<file path="src/vra_pkg.sv">
// shared constants and types for the vme register access and indicator block
package vra_pkg;

   // register byte offsets from the board base address
   localparam logic [7:0] OFF_CTRL = 8'h02;
   localparam logic [7:0] OFF_PWR = 8'h14;
   localparam logic [7:0] OFF_FAULT = 8'h28;
   localparam logic [7:0] OFF_RSVD = 8'h40;
   localparam logic [7:0] OFF_HWA_54 = 8'h42;
   localparam logic [7:0] OFF_HWA_32 = 8'h44;
   localparam logic [7:0] OFF_HWA_10 = 8'h46;
   localparam logic [7:0] OFF_REFID = 8'h48;
   localparam logic [7:0] OFF_NET = 8'h4A;
   localparam logic [7:0] OFF_CMP_A = 8'h6C;
   localparam logic [7:0] OFF_CMP_B = 8'h70;
   localparam logic [7:0] OFF_IRQ_MASK = 8'hA6;

   // values after reset
   localparam logic [15:0] CTRL_RESET = 16'h0000;
   localparam logic [15:0] NET_RESET = 16'h0001;
   localparam logic [15:0] IRQ_MASK_RESET = 16'h0000;
   localparam logic [31:0] CMP_RESET = 32'h00000000;
   localparam logic [31:0] FAULT_RESET = 32'h00000000;

   // field positions
   localparam int STATUS_FLASH_BIT = 7;
   localparam int NET_DHCP_BIT = 0;
   localparam int FLT_AC_HIGH = 0;
   localparam int FLT_DC_HIGH = 1;
   localparam int FLT_SQUELCH = 2;
   localparam int FLT_LOCK = 3;
   localparam int FLT_PER_CH = 4;
   localparam int MODE_A24_BIT = 0;
   localparam int MODE_GEO_BIT = 1;

   // address modifier codes accepted
   localparam logic [5:0] AM_A16_USER = 6'h29;
   localparam logic [5:0] AM_A16_SUP = 6'h2D;
   localparam logic [5:0] AM_A24_USER = 6'h39;
   localparam logic [5:0] AM_A24_SUP = 6'h3D;

   // times and clock rate
   localparam int unsigned CLK_KHZ = 100_000;
   localparam int unsigned BLINK_HALF_MS = 500;
   localparam int unsigned HOLD_MS = 5_000;

   typedef enum logic [1:0]
   {
      ST_IDLE = 2'b00,
      ST_ACK = 2'b01,
      ST_BERR = 2'b10
   } vra_bus_e;

endpackage : vra_pkg

</file>
<file path="src/vra_regs.sv">
// vme slave register access, front panel lamps, reference chain and factory reset
//
// What this block does
// slave accepts only D16 and D32 cycles; byte cycles get a bus error
// master makes 16-bit accesses only at even byte addresses
// master makes 32-bit accesses only at addresses divisible by four; the testbench also makes one at 0x6E, which gets a bus error
// upper half word of a 32-bit register sits at the lower address pair
// registers decode as offsets from switch base, A16/A24 with optional geographic base
// channel one power read gives AC in upper half, DC in lower
// 48-bit hardware address: three read-only half words after a reserved half word
// hardware address reads the same with 16-bit or 32-bit cycles
// upper compare registers read back the 32-bit value last written
// after boot, control bit seven flashes the status lamp, clear gives steady
// fault lamp lights on AC high, DC high, below squelch or lock lost
// faults latch until cause gone and software writes one to the bit
// signal lamp lit on enough AC power, flashes on AC or DC excess
// status lamp blinks during boot, then steady, or off on boot failure
// link lamp follows link pulses, traffic lamp follows network activity
// chain master is number zero; downstream boards report position in four bits
// reference input takes coded reference phase with its clock from neighbour
// reset button held over five seconds restores factory defaults; the block restores only the network register and pulses factory_default
// dynamic addressing on by default, can be switched off for static address
// a 16-bit access to half of a 32-bit register leaves other half
`timescale 1ns/1ps
module vra_regs
#(
   parameter int unsigned BLINK_HALF_CYCLES = vra_pkg::BLINK_HALF_MS * vra_pkg::CLK_KHZ,
   parameter int unsigned HOLD_CYCLES = vra_pkg::HOLD_MS * vra_pkg::CLK_KHZ,
   // arbitrary hardware address, not a real assignment
   parameter logic [47:0] HW_ADDR = 48'h020000000001
)
(
   input wire logic clk_sys,
   input wire logic arst_n,
   input wire logic [23:1] vme_addr,
   input wire logic [5:0] vme_am,
   input wire logic vme_as_n,
   input wire logic vme_ds0_n,
   input wire logic vme_ds1_n,
   input wire logic vme_lword_n,
   input wire logic vme_write_n,
   input wire logic [31:0] vme_data_in,
   output logic [31:0] vme_data_out,
   output logic vme_data_oe_n,
   output logic vme_dtack_out,
   output logic vme_dtack_oe_n,
   output logic vme_berr_out,
   output logic vme_berr_oe_n,
   input wire logic [1:0] sw_mode,
   input wire logic [15:0] sw_base,
   input wire logic [4:0] geo_addr,
   input wire logic [15:0] ch1_ac_power,
   input wire logic [15:0] ch1_dc_power,
   input wire logic [15:0] fault_cause,
   input wire logic [3:0] signal_ok,
   input wire logic boot_done,
   input wire logic boot_failed,
   input wire logic link_pulse_seen,
   input wire logic traffic_seen,
   input wire logic reset_button_n,
   input wire logic ref_present,
   input wire logic [3:0] ref_id_in,
   input wire logic ref_clk_pin,
   input wire logic ref_data_pin,
   output logic [3:0] fault_lamp,
   output logic [3:0] signal_lamp,
   output logic status_lamp,
   output logic link_lamp,
   output logic network_traffic_lamp,
   output logic [3:0] ref_id_out,
   output logic [15:0] ref_phase,
   output logic factory_default,
   output logic dhcp_enable,
   output logic [15:0] axis_ctrl
);

   // two-stage synchroniser for the bus, switch, network, button and reference pin inputs
   localparam int PW = 99;
   logic [PW-1:0] pin_m_q;
   logic [PW-1:0] pin_s_q;
   logic as_n_s, ds0_n_s, ds1_n_s, lword_n_s, write_n_s;
   logic [5:0] am_s;
   logic [23:1] addr_s;
   logic [31:0] data_s;
   logic [1:0] mode_s;
   logic [15:0] base_s;
   logic [4:0] geo_s;
   logic link_s, traffic_s, button_n_s, ref_present_s, ref_clk_s, ref_data_s;
   logic [3:0] ref_id_s;

   wire [PW-1:0] pin_raw = {vme_as_n, vme_ds0_n, vme_ds1_n, vme_lword_n, vme_write_n, vme_am, vme_addr,
                            vme_data_in, sw_mode, sw_base, geo_addr, link_pulse_seen, traffic_seen,
                            reset_button_n, ref_present, ref_id_in, ref_clk_pin, ref_data_pin};
   assign {as_n_s, ds0_n_s, ds1_n_s, lword_n_s, write_n_s, am_s, addr_s, data_s, mode_s, base_s, geo_s,
           link_s, traffic_s, button_n_s, ref_present_s, ref_id_s, ref_clk_s, ref_data_s} = pin_s_q;

   always_ff @(posedge clk_sys or negedge arst_n)
   begin
      if (!arst_n)
      begin
         pin_m_q <= '1;
         pin_s_q <= '1;
      end
      else
      begin
         pin_m_q <= pin_raw;
         pin_s_q <= pin_m_q;
      end
   end

   // registers
   vra_pkg::vra_bus_e state_q, state_d;
   logic ds_low_q, rd_q;
   logic [15:0] ctrl_q, net_q, irq_mask_q;
   logic [31:0] fault_q, cmp_a_q, cmp_b_q;
   logic [31:0] dout_q;
   logic [3:0] ref_id_q;
   logic [15:0] ref_shift_q;
   logic ref_clk_q;
   logic [31:0] blink_cnt_q, hold_cnt_q;
   logic blink_q, factory_q;
   logic [3:0] fault_lamp_q, signal_lamp_q;
   logic status_q, link_q, traffic_q;

   // address decode: base from switches or from the geographic slot
   wire geo_mode = mode_s[vra_pkg::MODE_GEO_BIT];
   wire a24_mode = mode_s[vra_pkg::MODE_A24_BIT];
   wire [15:0] base_sel = geo_mode ? {8'h00, geo_s, 3'h0} : base_s;
   wire am_a16 = (am_s == vra_pkg::AM_A16_USER) || (am_s == vra_pkg::AM_A16_SUP);
   wire am_a24 = (am_s == vra_pkg::AM_A24_USER) || (am_s == vra_pkg::AM_A24_SUP);
   wire hit16 = !a24_mode && am_a16 && (addr_s[15:8] == base_sel[7:0]);
   wire hit24 = a24_mode && am_a24 && (addr_s[23:8] == base_sel);

   // strobes must be seen low on two samples so address and data have settled
   wire ds_low = !ds0_n_s || !ds1_n_s;
   wire cyc_start = (state_q == vra_pkg::ST_IDLE) && !as_n_s && ds_low && ds_low_q && (hit16 || hit24);
   wire is_d32 = !lword_n_s;
   wire byte_cyc = ds0_n_s != ds1_n_s;
   wire misalign = is_d32 && addr_s[1];
   wire bad_width = byte_cyc || misalign;
   wire go = cyc_start && !bad_width;
   wire go_wr = go && !write_n_s;
   wire go_rd = go && write_n_s;

   // half-word lanes: even half is the upper half word, odd half the lower half word
   wire [6:0] idx = addr_s[7:1];
   wire [5:0] wix = idx[6:1];
   wire we_e = go_wr && (is_d32 || !idx[0]);
   wire we_o = go_wr && (is_d32 || idx[0]);
   wire [15:0] upper_half_word = is_d32 ? data_s[31:16] : data_s[15:0];
   wire [15:0] lower_half_word = data_s[15:0];

   wire wr_ctrl = we_o && (wix == vra_pkg::OFF_CTRL[7:2]);
   wire wr_net = we_o && (wix == vra_pkg::OFF_NET[7:2]);
   wire wr_mask = we_o && (wix == vra_pkg::OFF_IRQ_MASK[7:2]);
   wire wr_flt_e = we_e && (wix == vra_pkg::OFF_FAULT[7:2]);
   wire wr_flt_o = we_o && (wix == vra_pkg::OFF_FAULT[7:2]);
   wire wr_cmpa_e = we_e && (wix == vra_pkg::OFF_CMP_A[7:2]);
   wire wr_cmpa_o = we_o && (wix == vra_pkg::OFF_CMP_A[7:2]);
   wire wr_cmpb_e = we_e && (wix == vra_pkg::OFF_CMP_B[7:2]);
   wire wr_cmpb_o = we_o && (wix == vra_pkg::OFF_CMP_B[7:2]);

   // read word at a word index, upper half first
   function automatic logic [31:0] word_rd(input logic [5:0] w);
      logic [31:0] r;
      r = 32'h00000000;
      case (w)
         vra_pkg::OFF_CTRL[7:2]: r = {16'h0000, ctrl_q};
         vra_pkg::OFF_PWR[7:2]: r = {ch1_ac_power, ch1_dc_power};
         vra_pkg::OFF_FAULT[7:2]: r = fault_q;
         vra_pkg::OFF_RSVD[7:2]: r = {16'h0000, HW_ADDR[47:32]};
         vra_pkg::OFF_HWA_32[7:2]: r = HW_ADDR[31:0];
         vra_pkg::OFF_REFID[7:2]: r = {12'h000, ref_id_q, net_q};
         vra_pkg::OFF_CMP_A[7:2]: r = cmp_a_q;
         vra_pkg::OFF_CMP_B[7:2]: r = cmp_b_q;
         vra_pkg::OFF_IRQ_MASK[7:2]: r = {16'h0000, irq_mask_q};
         default: r = 32'h00000000;
      endcase
      return r;
   endfunction : word_rd

   logic [31:0] rd_word;
   always_comb rd_word = word_rd(wix);
   wire [15:0] rd_half = idx[0] ? rd_word[15:0] : rd_word[31:16];
   wire [31:0] rd_data = is_d32 ? rd_word : {16'h0000, rd_half};

   // bus handshake
   always_comb
   begin
      state_d = state_q;
      case (state_q)
         vra_pkg::ST_IDLE:
         begin
            if (cyc_start)
               state_d = bad_width ? vra_pkg::ST_BERR : vra_pkg::ST_ACK;
         end
         vra_pkg::ST_ACK, vra_pkg::ST_BERR:
         begin
            if (!ds_low)
               state_d = vra_pkg::ST_IDLE;
         end
         default: state_d = vra_pkg::ST_IDLE;
      endcase
   end

   always_ff @(posedge clk_sys or negedge arst_n)
   begin
      if (!arst_n)
      begin
         state_q <= vra_pkg::ST_IDLE;
         ds_low_q <= 1'b0;
         rd_q <= 1'b0;
         dout_q <= 32'h00000000;
      end
      else
      begin
         state_q <= state_d;
         ds_low_q <= ds_low;
         if (cyc_start)
            rd_q <= write_n_s;
         if (go_rd)
            dout_q <= rd_data;
      end
   end

   // writable registers; unmapped writes are acknowledged and dropped
   wire [31:0] flt_clr = {wr_flt_e ? upper_half_word : 16'h0000, wr_flt_o ? lower_half_word : 16'h0000};
   wire [31:0] fault_d = (fault_q & ~flt_clr) | {16'h0000, fault_cause};
   wire [31:0] cmp_a_d = {wr_cmpa_e ? upper_half_word : cmp_a_q[31:16], wr_cmpa_o ? lower_half_word : cmp_a_q[15:0]};
   wire [31:0] cmp_b_d = {wr_cmpb_e ? upper_half_word : cmp_b_q[31:16], wr_cmpb_o ? lower_half_word : cmp_b_q[15:0]};

   always_ff @(posedge clk_sys or negedge arst_n)
   begin
      if (!arst_n)
      begin
         ctrl_q <= vra_pkg::CTRL_RESET;
         net_q <= vra_pkg::NET_RESET;
         irq_mask_q <= vra_pkg::IRQ_MASK_RESET;
         fault_q <= vra_pkg::FAULT_RESET;
         cmp_a_q <= vra_pkg::CMP_RESET;
         cmp_b_q <= vra_pkg::CMP_RESET;
      end
      else
      begin
         fault_q <= fault_d;
         cmp_a_q <= cmp_a_d;
         cmp_b_q <= cmp_b_d;
         if (wr_ctrl)
            ctrl_q <= lower_half_word;
         if (wr_mask)
            irq_mask_q <= lower_half_word;
         if (factory_q)
            net_q <= vra_pkg::NET_RESET;
         else if (wr_net)
            net_q <= lower_half_word;
      end
   end

   // blink divider shared by status and signal lamps
   always_ff @(posedge clk_sys or negedge arst_n)
   begin
      if (!arst_n)
      begin
         blink_cnt_q <= 32'h00000000;
         blink_q <= 1'b0;
      end
      else if (blink_cnt_q == 32'(BLINK_HALF_CYCLES - 1))
      begin
         blink_cnt_q <= 32'h00000000;
         blink_q <= !blink_q;
      end
      else
         blink_cnt_q <= blink_cnt_q + 32'h00000001;
   end

   // lamps
   logic [3:0] fault_any, power_high;
   genvar c;
   generate
      for (c = 0; c < 4; c++)
      begin : g_ch
         wire [3:0] cause_c = fault_cause[c*vra_pkg::FLT_PER_CH +: vra_pkg::FLT_PER_CH];
         assign fault_any[c] = |(fault_q[c*vra_pkg::FLT_PER_CH +: vra_pkg::FLT_PER_CH]) || |cause_c;
         assign power_high[c] = cause_c[vra_pkg::FLT_AC_HIGH] || cause_c[vra_pkg::FLT_DC_HIGH];
      end
   endgenerate

   wire [3:0] signal_d = (power_high & {4{blink_q}}) | (~power_high & signal_ok);
   wire status_user = ctrl_q[vra_pkg::STATUS_FLASH_BIT] ? blink_q : 1'b1;
   wire status_d = boot_failed ? 1'b0 : (!boot_done ? blink_q : status_user);

   always_ff @(posedge clk_sys or negedge arst_n)
   begin
      if (!arst_n)
      begin
         fault_lamp_q <= 4'h0;
         signal_lamp_q <= 4'h0;
         status_q <= 1'b0;
         link_q <= 1'b0;
         traffic_q <= 1'b0;
      end
      else
      begin
         fault_lamp_q <= fault_any;
         signal_lamp_q <= signal_d;
         status_q <= status_d;
         link_q <= link_s;
         traffic_q <= traffic_s;
      end
   end

   // reference chain: position and coded phase from the neighbour
   wire ref_rise = ref_clk_s && !ref_clk_q;
   wire [3:0] ref_id_d = !ref_present_s ? 4'h0 : ((ref_id_s == 4'hF) ? 4'hF : ref_id_s + 4'h1);

   always_ff @(posedge clk_sys or negedge arst_n)
   begin
      if (!arst_n)
      begin
         ref_clk_q <= 1'b1;
         ref_shift_q <= 16'h0000;
         ref_id_q <= 4'h0;
      end
      else
      begin
         ref_clk_q <= ref_clk_s;
         ref_id_q <= ref_id_d;
         if (ref_rise)
            ref_shift_q <= {ref_shift_q[14:0], ref_data_s};
      end
   end

   // factory reset after the button is held beyond the hold time
   wire pressed = !button_n_s;
   always_ff @(posedge clk_sys or negedge arst_n)
   begin
      if (!arst_n)
      begin
         hold_cnt_q <= 32'h00000000;
         factory_q <= 1'b0;
      end
      else
      begin
         factory_q <= pressed && (hold_cnt_q == 32'(HOLD_CYCLES));
         if (!pressed)
            hold_cnt_q <= 32'h00000000;
         else if (hold_cnt_q <= 32'(HOLD_CYCLES))
            hold_cnt_q <= hold_cnt_q + 32'h00000001;
      end
   end

   assign vme_data_out = dout_q;
   assign vme_dtack_out = 1'b0 & state_q[0];
   assign vme_berr_out = 1'b0 & state_q[1];
   assign fault_lamp = fault_lamp_q;
   assign signal_lamp = signal_lamp_q;
   assign status_lamp = status_q;
   assign link_lamp = link_q;
   assign network_traffic_lamp = traffic_q;
   assign ref_id_out = ref_id_q;
   assign ref_phase = ref_shift_q;
   assign factory_default = factory_q;
   assign dhcp_enable = net_q[vra_pkg::NET_DHCP_BIT];
   assign axis_ctrl = ctrl_q;

   // open-drain drivers: enable low while driving
   always_ff @(posedge clk_sys or negedge arst_n)
   begin
      if (!arst_n)
      begin
         vme_data_oe_n <= 1'b1;
         vme_dtack_oe_n <= 1'b1;
         vme_berr_oe_n <= 1'b1;
      end
      else
      begin
         vme_dtack_oe_n <= state_d != vra_pkg::ST_ACK;
         vme_berr_oe_n <= state_d != vra_pkg::ST_BERR;
         vme_data_oe_n <= !((state_d == vra_pkg::ST_ACK) && (cyc_start ? write_n_s : rd_q));
      end
   end
endmodule : vra_regs

</file>
<file path="config.mk">
export PLATFORM = sky130hd
export DESIGN_NAME = vra_regs
export DESIGN_NICKNAME = d
export VERILOG_FILES = /design/src/vra_pkg.sv /design/src/vra_regs.sv
export SDC_FILE = /design/constraint.sdc
export NUM_CORES = 1
export LEC_CHECK = 0
export ABC_AREA = 0
export ABC_CLOCK_PERIOD_IN_PS = 5300
export BUFFER_PORTS_ARGS = -buffer_cell sky130_fd_sc_hd__buf_4
export CAP_MARGIN = 20
export CORE_MARGIN = 4
export CORE_UTILIZATION = 62
export CTS_CLUSTER_DIAMETER = 100
export DETAILED_ROUTE_END_ITERATION = 8
export PLACE_DENSITY_LB_ADDON = 0.05
export RECOVER_POWER = 50
export SETUP_SLACK_MARGIN = 0.02
export SYNTH_ARGS = -nofsm -noshare
export SYNTH_HDL_FRONTEND = slang
export SYNTH_SLANG_ARGS = --single-unit
</file>
<file path="constraint.sdc">
create_clock -name clk_sys -period 5.3 [get_ports clk_sys]
set_clock_uncertainty 0.05 [all_clocks]
set_input_delay 0.53 -clock clk_sys [delete_from_list [all_inputs] [get_ports clk_sys]]
set_output_delay 0.53 -clock clk_sys [all_outputs]
set_load 0.01 [all_outputs]
</file>
* Yosys cells after proc, flatten, opt, wreduce, memory -nomap -nowiden *
Cells that the tools add are included.

word-level totals
  flip-flop bits (word level) = 479
  input port bits = 155
  output and inout port bits = 86
  word-level logic and storage cells = 151

operators by class
  add/sub/neg operators = 3
  order comparisons = 1
  eq/ne operators = 23
  muxes and demuxes = 22
  bitwise operators = 7
  reduce and logical (&&, ||, !) cells = 66

operators with widths
  operator                                                           count
  case mux 32 bit (9 select lines)                                   1
  two-way mux 32 bit                                                 4
  two-way mux 16 bit                                                 7
  adder 32 x 1 -> 32 bit (second input constant)                     2
  bitwise AND 32 bit                                                 1
  == test 32 x 26 -> 1 bit (second input constant)                   1
  == test 32 x 29 -> 1 bit (second input constant)                   1
  less-or-equal comparator 32 x 29 -> 1 bit (second input constant)  1
  inverter 32 bit                                                    1
  bitwise OR 32 x 16 -> 32 bit                                       1
  OR reduction 4 bit                                                 8
  == test 6 x 5 -> 1 bit (second input constant)                     5
  == test 6 bit (second input constant)                              5
  logical AND 1 bit                                                  26
  == test 16 bit                                                     1
  logical OR 1 bit                                                   15
  logical NOT 1 bit                                                  12
  bitwise AND 4 bit                                                  2
  == test 8 bit                                                      1
  two-way mux 4 bit                                                  2
  == test 6 x 3 -> 1 bit (second input constant)                     1
  == test 6 x 4 -> 1 bit (second input constant)                     1
  logical NOT 6 bit                                                  1
  two-way mux 2 bit                                                  3
  other kinds (14)                                                   19

* Depth between registers and ports, before layout *
  word-level depth = 14
  mapped depth = 11
  gate-level depth less buffers = 9

* Least setup slack after synthesis *
OpenSTA, ideal clock, no wires.

  kind = register to register
  from = register pin_s_q[32]
  to = register cmp_a_q[21]
  library setup time = 0.125 ns
  arrival = 2.486 ns
  required time = 5.125 ns
  path slack = 2.639 ns
  stages on the path, launching flop included = 11
  path buffers = 4
  clock period less this slack = 2.661 ns
  path through = dfstp_2 > buf_6 > buf_2 > o21ai_0 > a2111oi_2 > o2bb2ai_2 > nor4b_4 > buf_6 > nand3_4 > buf_6 > mux2_4

between the ends
  word-level cells in the longest chain between the ends = 9
  elaborated cells between the ends (all ways) = 11
  those cells by class = 2 x eq/ne; 1 x mux; 8 x reduce/logical

ends and longest elaborated chain
  what                                             line                              RTL
  start, declared                                  vra_regs.sv:80                    logic [PW-1:0] pin_s_q;
  start signal, assigned                           vra_regs.sv:107                   pin_s_q <= pin_m_q;
  two-way mux 16 bit *                             vra_regs.sv:128                   wire [15:0] base_sel = geo_mode ? {8'h00, geo_s, 3'h0} : base_s;
  == test 16 bit or == test 8 bit (tied branches)  vra_regs.sv:132, vra_regs.sv:131
  logical AND 1 bit, on equally long branches      vra_regs.sv:132, vra_regs.sv:131
  logical OR 1 bit *                               vra_regs.sv:136                   wire cyc_start = (state_q == vra_pkg::ST_IDLE) && !as_n_s && ds_low && ds_low_q && (hit16 || hit24);
  logical AND 1 bit *                              vra_regs.sv:136
  logical AND 1 bit *                              vra_regs.sv:141                   wire go = cyc_start && !bad_width;
  logical AND 1 bit *                              vra_regs.sv:142                   wire go_wr = go && !write_n_s;
  logical AND 1 bit *                              vra_regs.sv:148                   wire we_e = go_wr && (is_d32 || !idx[0]);
  logical AND 1 bit *                              vra_regs.sv:158                   wire wr_cmpa_e = we_e && (wix == vra_pkg::OFF_CMP_A[7:2]);
  end signal, assigned                             vra_regs.sv:240                   cmp_a_q <= vra_pkg::CMP_RESET;
  end signal, assigned                             vra_regs.sv:246                   cmp_a_q <= cmp_a_d;
  end, declared                                    vra_regs.sv:115                   logic [31:0] fault_q, cmp_a_q, cmp_b_q;

Mark *: on every way between the ends. The rest lies on a longest branch, timed or not.
A chain may end at the register's enable or synchronous reset.

* Final worst setup path *
  from = register pin_s_q[32]
  to = register cmp_a_q[13]

between the ends
  word-level cells in the longest chain between the ends = 9
  elaborated cells between the ends (all ways) = 11
  those cells by class = 2 x eq/ne; 1 x mux; 8 x reduce/logical

ends and longest elaborated chain
  what                                             line                              RTL
  two-way mux 16 bit *                             vra_regs.sv:128
  == test 16 bit or == test 8 bit (tied branches)  vra_regs.sv:132, vra_regs.sv:131
  logical AND 1 bit, on equally long branches      vra_regs.sv:132, vra_regs.sv:131
  logical OR 1 bit *                               vra_regs.sv:136
  logical AND 1 bit *                              vra_regs.sv:136
  logical AND 1 bit *                              vra_regs.sv:141
  logical AND 1 bit *                              vra_regs.sv:142
  logical AND 1 bit *                              vra_regs.sv:149                   wire we_o = go_wr && (is_d32 || idx[0]);
  logical AND 1 bit *                              vra_regs.sv:159                   wire wr_cmpa_o = we_o && (wix == vra_pkg::OFF_CMP_A[7:2]);

Marks and branches as above.

==> metrics.md <==
| Metric | Value |
|---|---|
| Grt ovf | 0 |
| Die X | approximately 180 um |
| Number of routed nets with antenna violations | 0 |
| CP Capture Type | flop |
| Power density over the cells | 349 mW/mm2 |
| Critical path class | reg2reg |
| R2R Setup Slk | 1.54 ns |
| FP Rows | 63 |
| Achievable Freq | between 0.2 and 0.3 GHz |
| R2R Path End | cmp_a_q[13] |
| Max-cap violations | 1 |
| Hold Startpoint | vme_addr[1] |
| Cell taking the most area after synthesis | dfrtp_1 |
| GR met2 Demand/Resource | 41.1% |
| H-tree lvl count | 2 |
| Cell Area, Placed | ~0.021 mm2 |
| Vias per cell | between 5 and 6 |
| Synth-to-Final Area Change | 18.5% |
| Global Route Usage Sum | between 20% and 30% |
| Top post-synthesis cells by area | dfrtp_1 37%, dfstp_2 28%, mux2_2 4.4%, mux2_4 3.2%, a22oi_1 2.2% |
| Tcrit/Tclk final | roughly 71% |
| Hold Vio Cnt, Final | 0 |
| Number of synthesized flops with an enable pin | 0 |
| Startpoint types | flop |
| Final setup viols | 0 |
| First-pass GRT wire length | between 60 and 70 mm |
| Pin count of the biggest net entering global routing | about 170 |
| Total power | 0.00772 W |
| WL/cell | just over 20 um |
| Quantity of gates resized following cts | 0 |
| Initial antenna violation count | 0 |
| First-pass DRT Iterations | 9 |
| Status | complete, but fails checks |
| Async set or reset register ratio after synthesis | 100% |
| Share of cells above drive strength 1 | about 34% |
| Sequential share of the synthesized area | about two thirds |
| Final min period | 3.76 ns |
| DRC | 5 |
| Vias | about 12000 |
| CTS tree | done |
| Slew Viols, Final | 52 |
| Post-layout nets | 1790 |
| Violated checks | DRC, capacitance limit, slew limit |
| Hold WC Path Type | in2reg |
| FF-to-FF path depth | 7 |
| Synth Cell Area | approximately 0.019 mm2 |
| CTS buffer count | 47 |
| Core ar. | 0.0296 mm2 |
| Commonest cells in the synthesized netlist | 276 x dfrtp_1, 201 x dfstp_2, 93 x nor2_1 |
| Post-Route WL | about 43 mm |
| Slew HR | -87.1% |
| Max VDD drop | about 0.25 mV |
| Unique masters post-synth | 65 |
| Port Buffers | 237 |
| RSZ-0062 raised after global routing | false |
| Antenna fix cells | 0 |
| Synth top area share | between 30% and 40% |
| Clock sink count | around 480 |
| M1 GR Usage | between 30% and 40% |
| Worst Hold End | pin_m_q[65] |
| Clock buffer depth | 3 |
| Leak | roughly 9.8 nW |
| Worst EP arrival | between 4 and 5 ns |
| Post-layout instance area | 0.0221 mm2 |
| Setup tns final | 0 ns |
| Count of state elements after synthesis | 477 |
| Die area | roughly 0.033 mm2 |
| Worst path required time | about 5.7 ns |
| Max FO, Critical Path | 19 |
| Skew-Pair Late Insertion Delay | between 0.5 and 0.6 ns |
| Hold depth | 1 |
| Busiest layer in global routing | met2 |
| GR Layer Usage met3 | 5.89% |
| Vias in the first global route | 12500 |
| Ports | approximately 240 |
| Reg clk slew, reported paths | roughly 0.07 ns |
| R2r startpoint | pin_s_q[32] |
| Die Span Y | about 180 um |
| Routability cong. | 0.856 |
| Root Driver | clkbuf_16 |
| Main flop type after synthesis | dfrtp_1 |
| HPWL after DPL | roughly 28 mm |
| Synth Instances | around 1400 |
| Ys Warns | 0 |
| Initial Util | 62.9% |
| Worst-Margin Slew | between 2 and 3 ns |
| DRT iter0 DRCs | between 1000 and 1500 |
| Count leader, synth | dfrtp_1 |
| Synthesized area per cell | between 10 and 15 um2 |
| Final Util | between 70% and 80% |
flip-flops by register name (all words and copies together) (netlist names), 32 cells and up:
register      count
pin_s_q          98
pin_m_q          98
vme_data_out     32
cmp_a_q          32
cmp_b_q          32
fault_q          32
blink_cnt_q      32
hold_cnt_q       32
power by group:
part,switching [W],internal [W]
sequential,0.000102,0.00384
combinational,0.000223,0.000172
clock,0.00136,0.00203
cell families (layout without fill, tap and decap cells):
group	Yosys count	after routing	share of synthesized area, %
adder cells (fa/ha/maj)	7	7	0.470
AO/OA/AOI/OAI	198	198	7.53
buffers and inverters	95	375	2.36
XOR/XNOR	66	66	3.10
flip-flops	477	477	65.3
multiplexers	154	154	9.96
AND/OR/NAND/NOR	387	387	11.2
other	1	2	0.0201
layout by cell type, fill, tap and decap left out, drive strengths merged, types with 21 or more instances in the layout:
master / n
a21o: 22
a22oi: 54
buf: 77
clkbuf: 251
dfrtp: 276
dfstp: 201
inv: 34
mux2: 133
mux2i: 21
nand2: 88
nand3: 61
nand4: 24
nor2: 93
nor3: 22
nor4: 23
o21ai: 48
xnor2: 46
final cells by class:
class                   count  area, um2
clock inverters            14        123
flip-flops and latches    477      12200
fillers                  2031       7540
well taps                 390        488
inverters                  32        120
multi-input cells         814       6070
repair buffers            256       1620
clock buffers              73       1490
worst max-delay path, stage by stage (launching register included):
cell and delay, ns:
dfstp_2 0.78, nand2b_1 0.18, xnor2_1 0.08, a2111oi_2 0.38, o2bb2ai_2 0.29, nor4b_4 0.90
nand3_4 0.50, mux2_1 0.47
worst max path at each step:
stage	from	endpoint	slack, ns	depth (start not counted)
after floorplan	pin_s_q[32]	cmp_a_q[21]	2.64	10
after global placement	pin_s_q[95]	net_q[10]	1.52	6
after detailed placement	pin_s_q[95]	net_q[5]	1.47	6
after CTS	pin_s_q[95]	net_q[12]	1.45	6
after global routing	arst_n	hold_cnt_q[30]	1.21	3
final	pin_s_q[32]	cmp_a_q[13]	1.54	7
per-stage QoR:
stage / hold WS, ns / instances / setup slack (ns)
2_1_floorplan: 0.184 / 1386 / 2.64
3_3_place_gp: 0.296 / 1967 / 1.52
3_5_place_dp: 0.297 / 1967 / 1.47
4_1_cts: 0.0226 / 2055 / 1.45
5_1_grt: 0.0212 / 2056 / 1.21
6_report: 0.0333 / 2056 / 1.54
repair_timing:
action / CTS / global route
hold buffers: 1 / 0
endpoints found under the hold margin: 29 / 0
buffers inserted: 0 / 0
metal layers:
| metal | wire [um] | share of wire [%] | vias to the layer above |
|---|---|---|---|
| li1 | - | - | 5398 |
| met5 | 0 | 0 | - |
| met2 | 20300 | 48 | 435 |
| met4 | 891 | 2.1 | 0 |
| met3 | 3340 | 7.8 | 70 |
| met1 | 18100 | 42 | 6112 |
(Power assumes the default switching activity.)
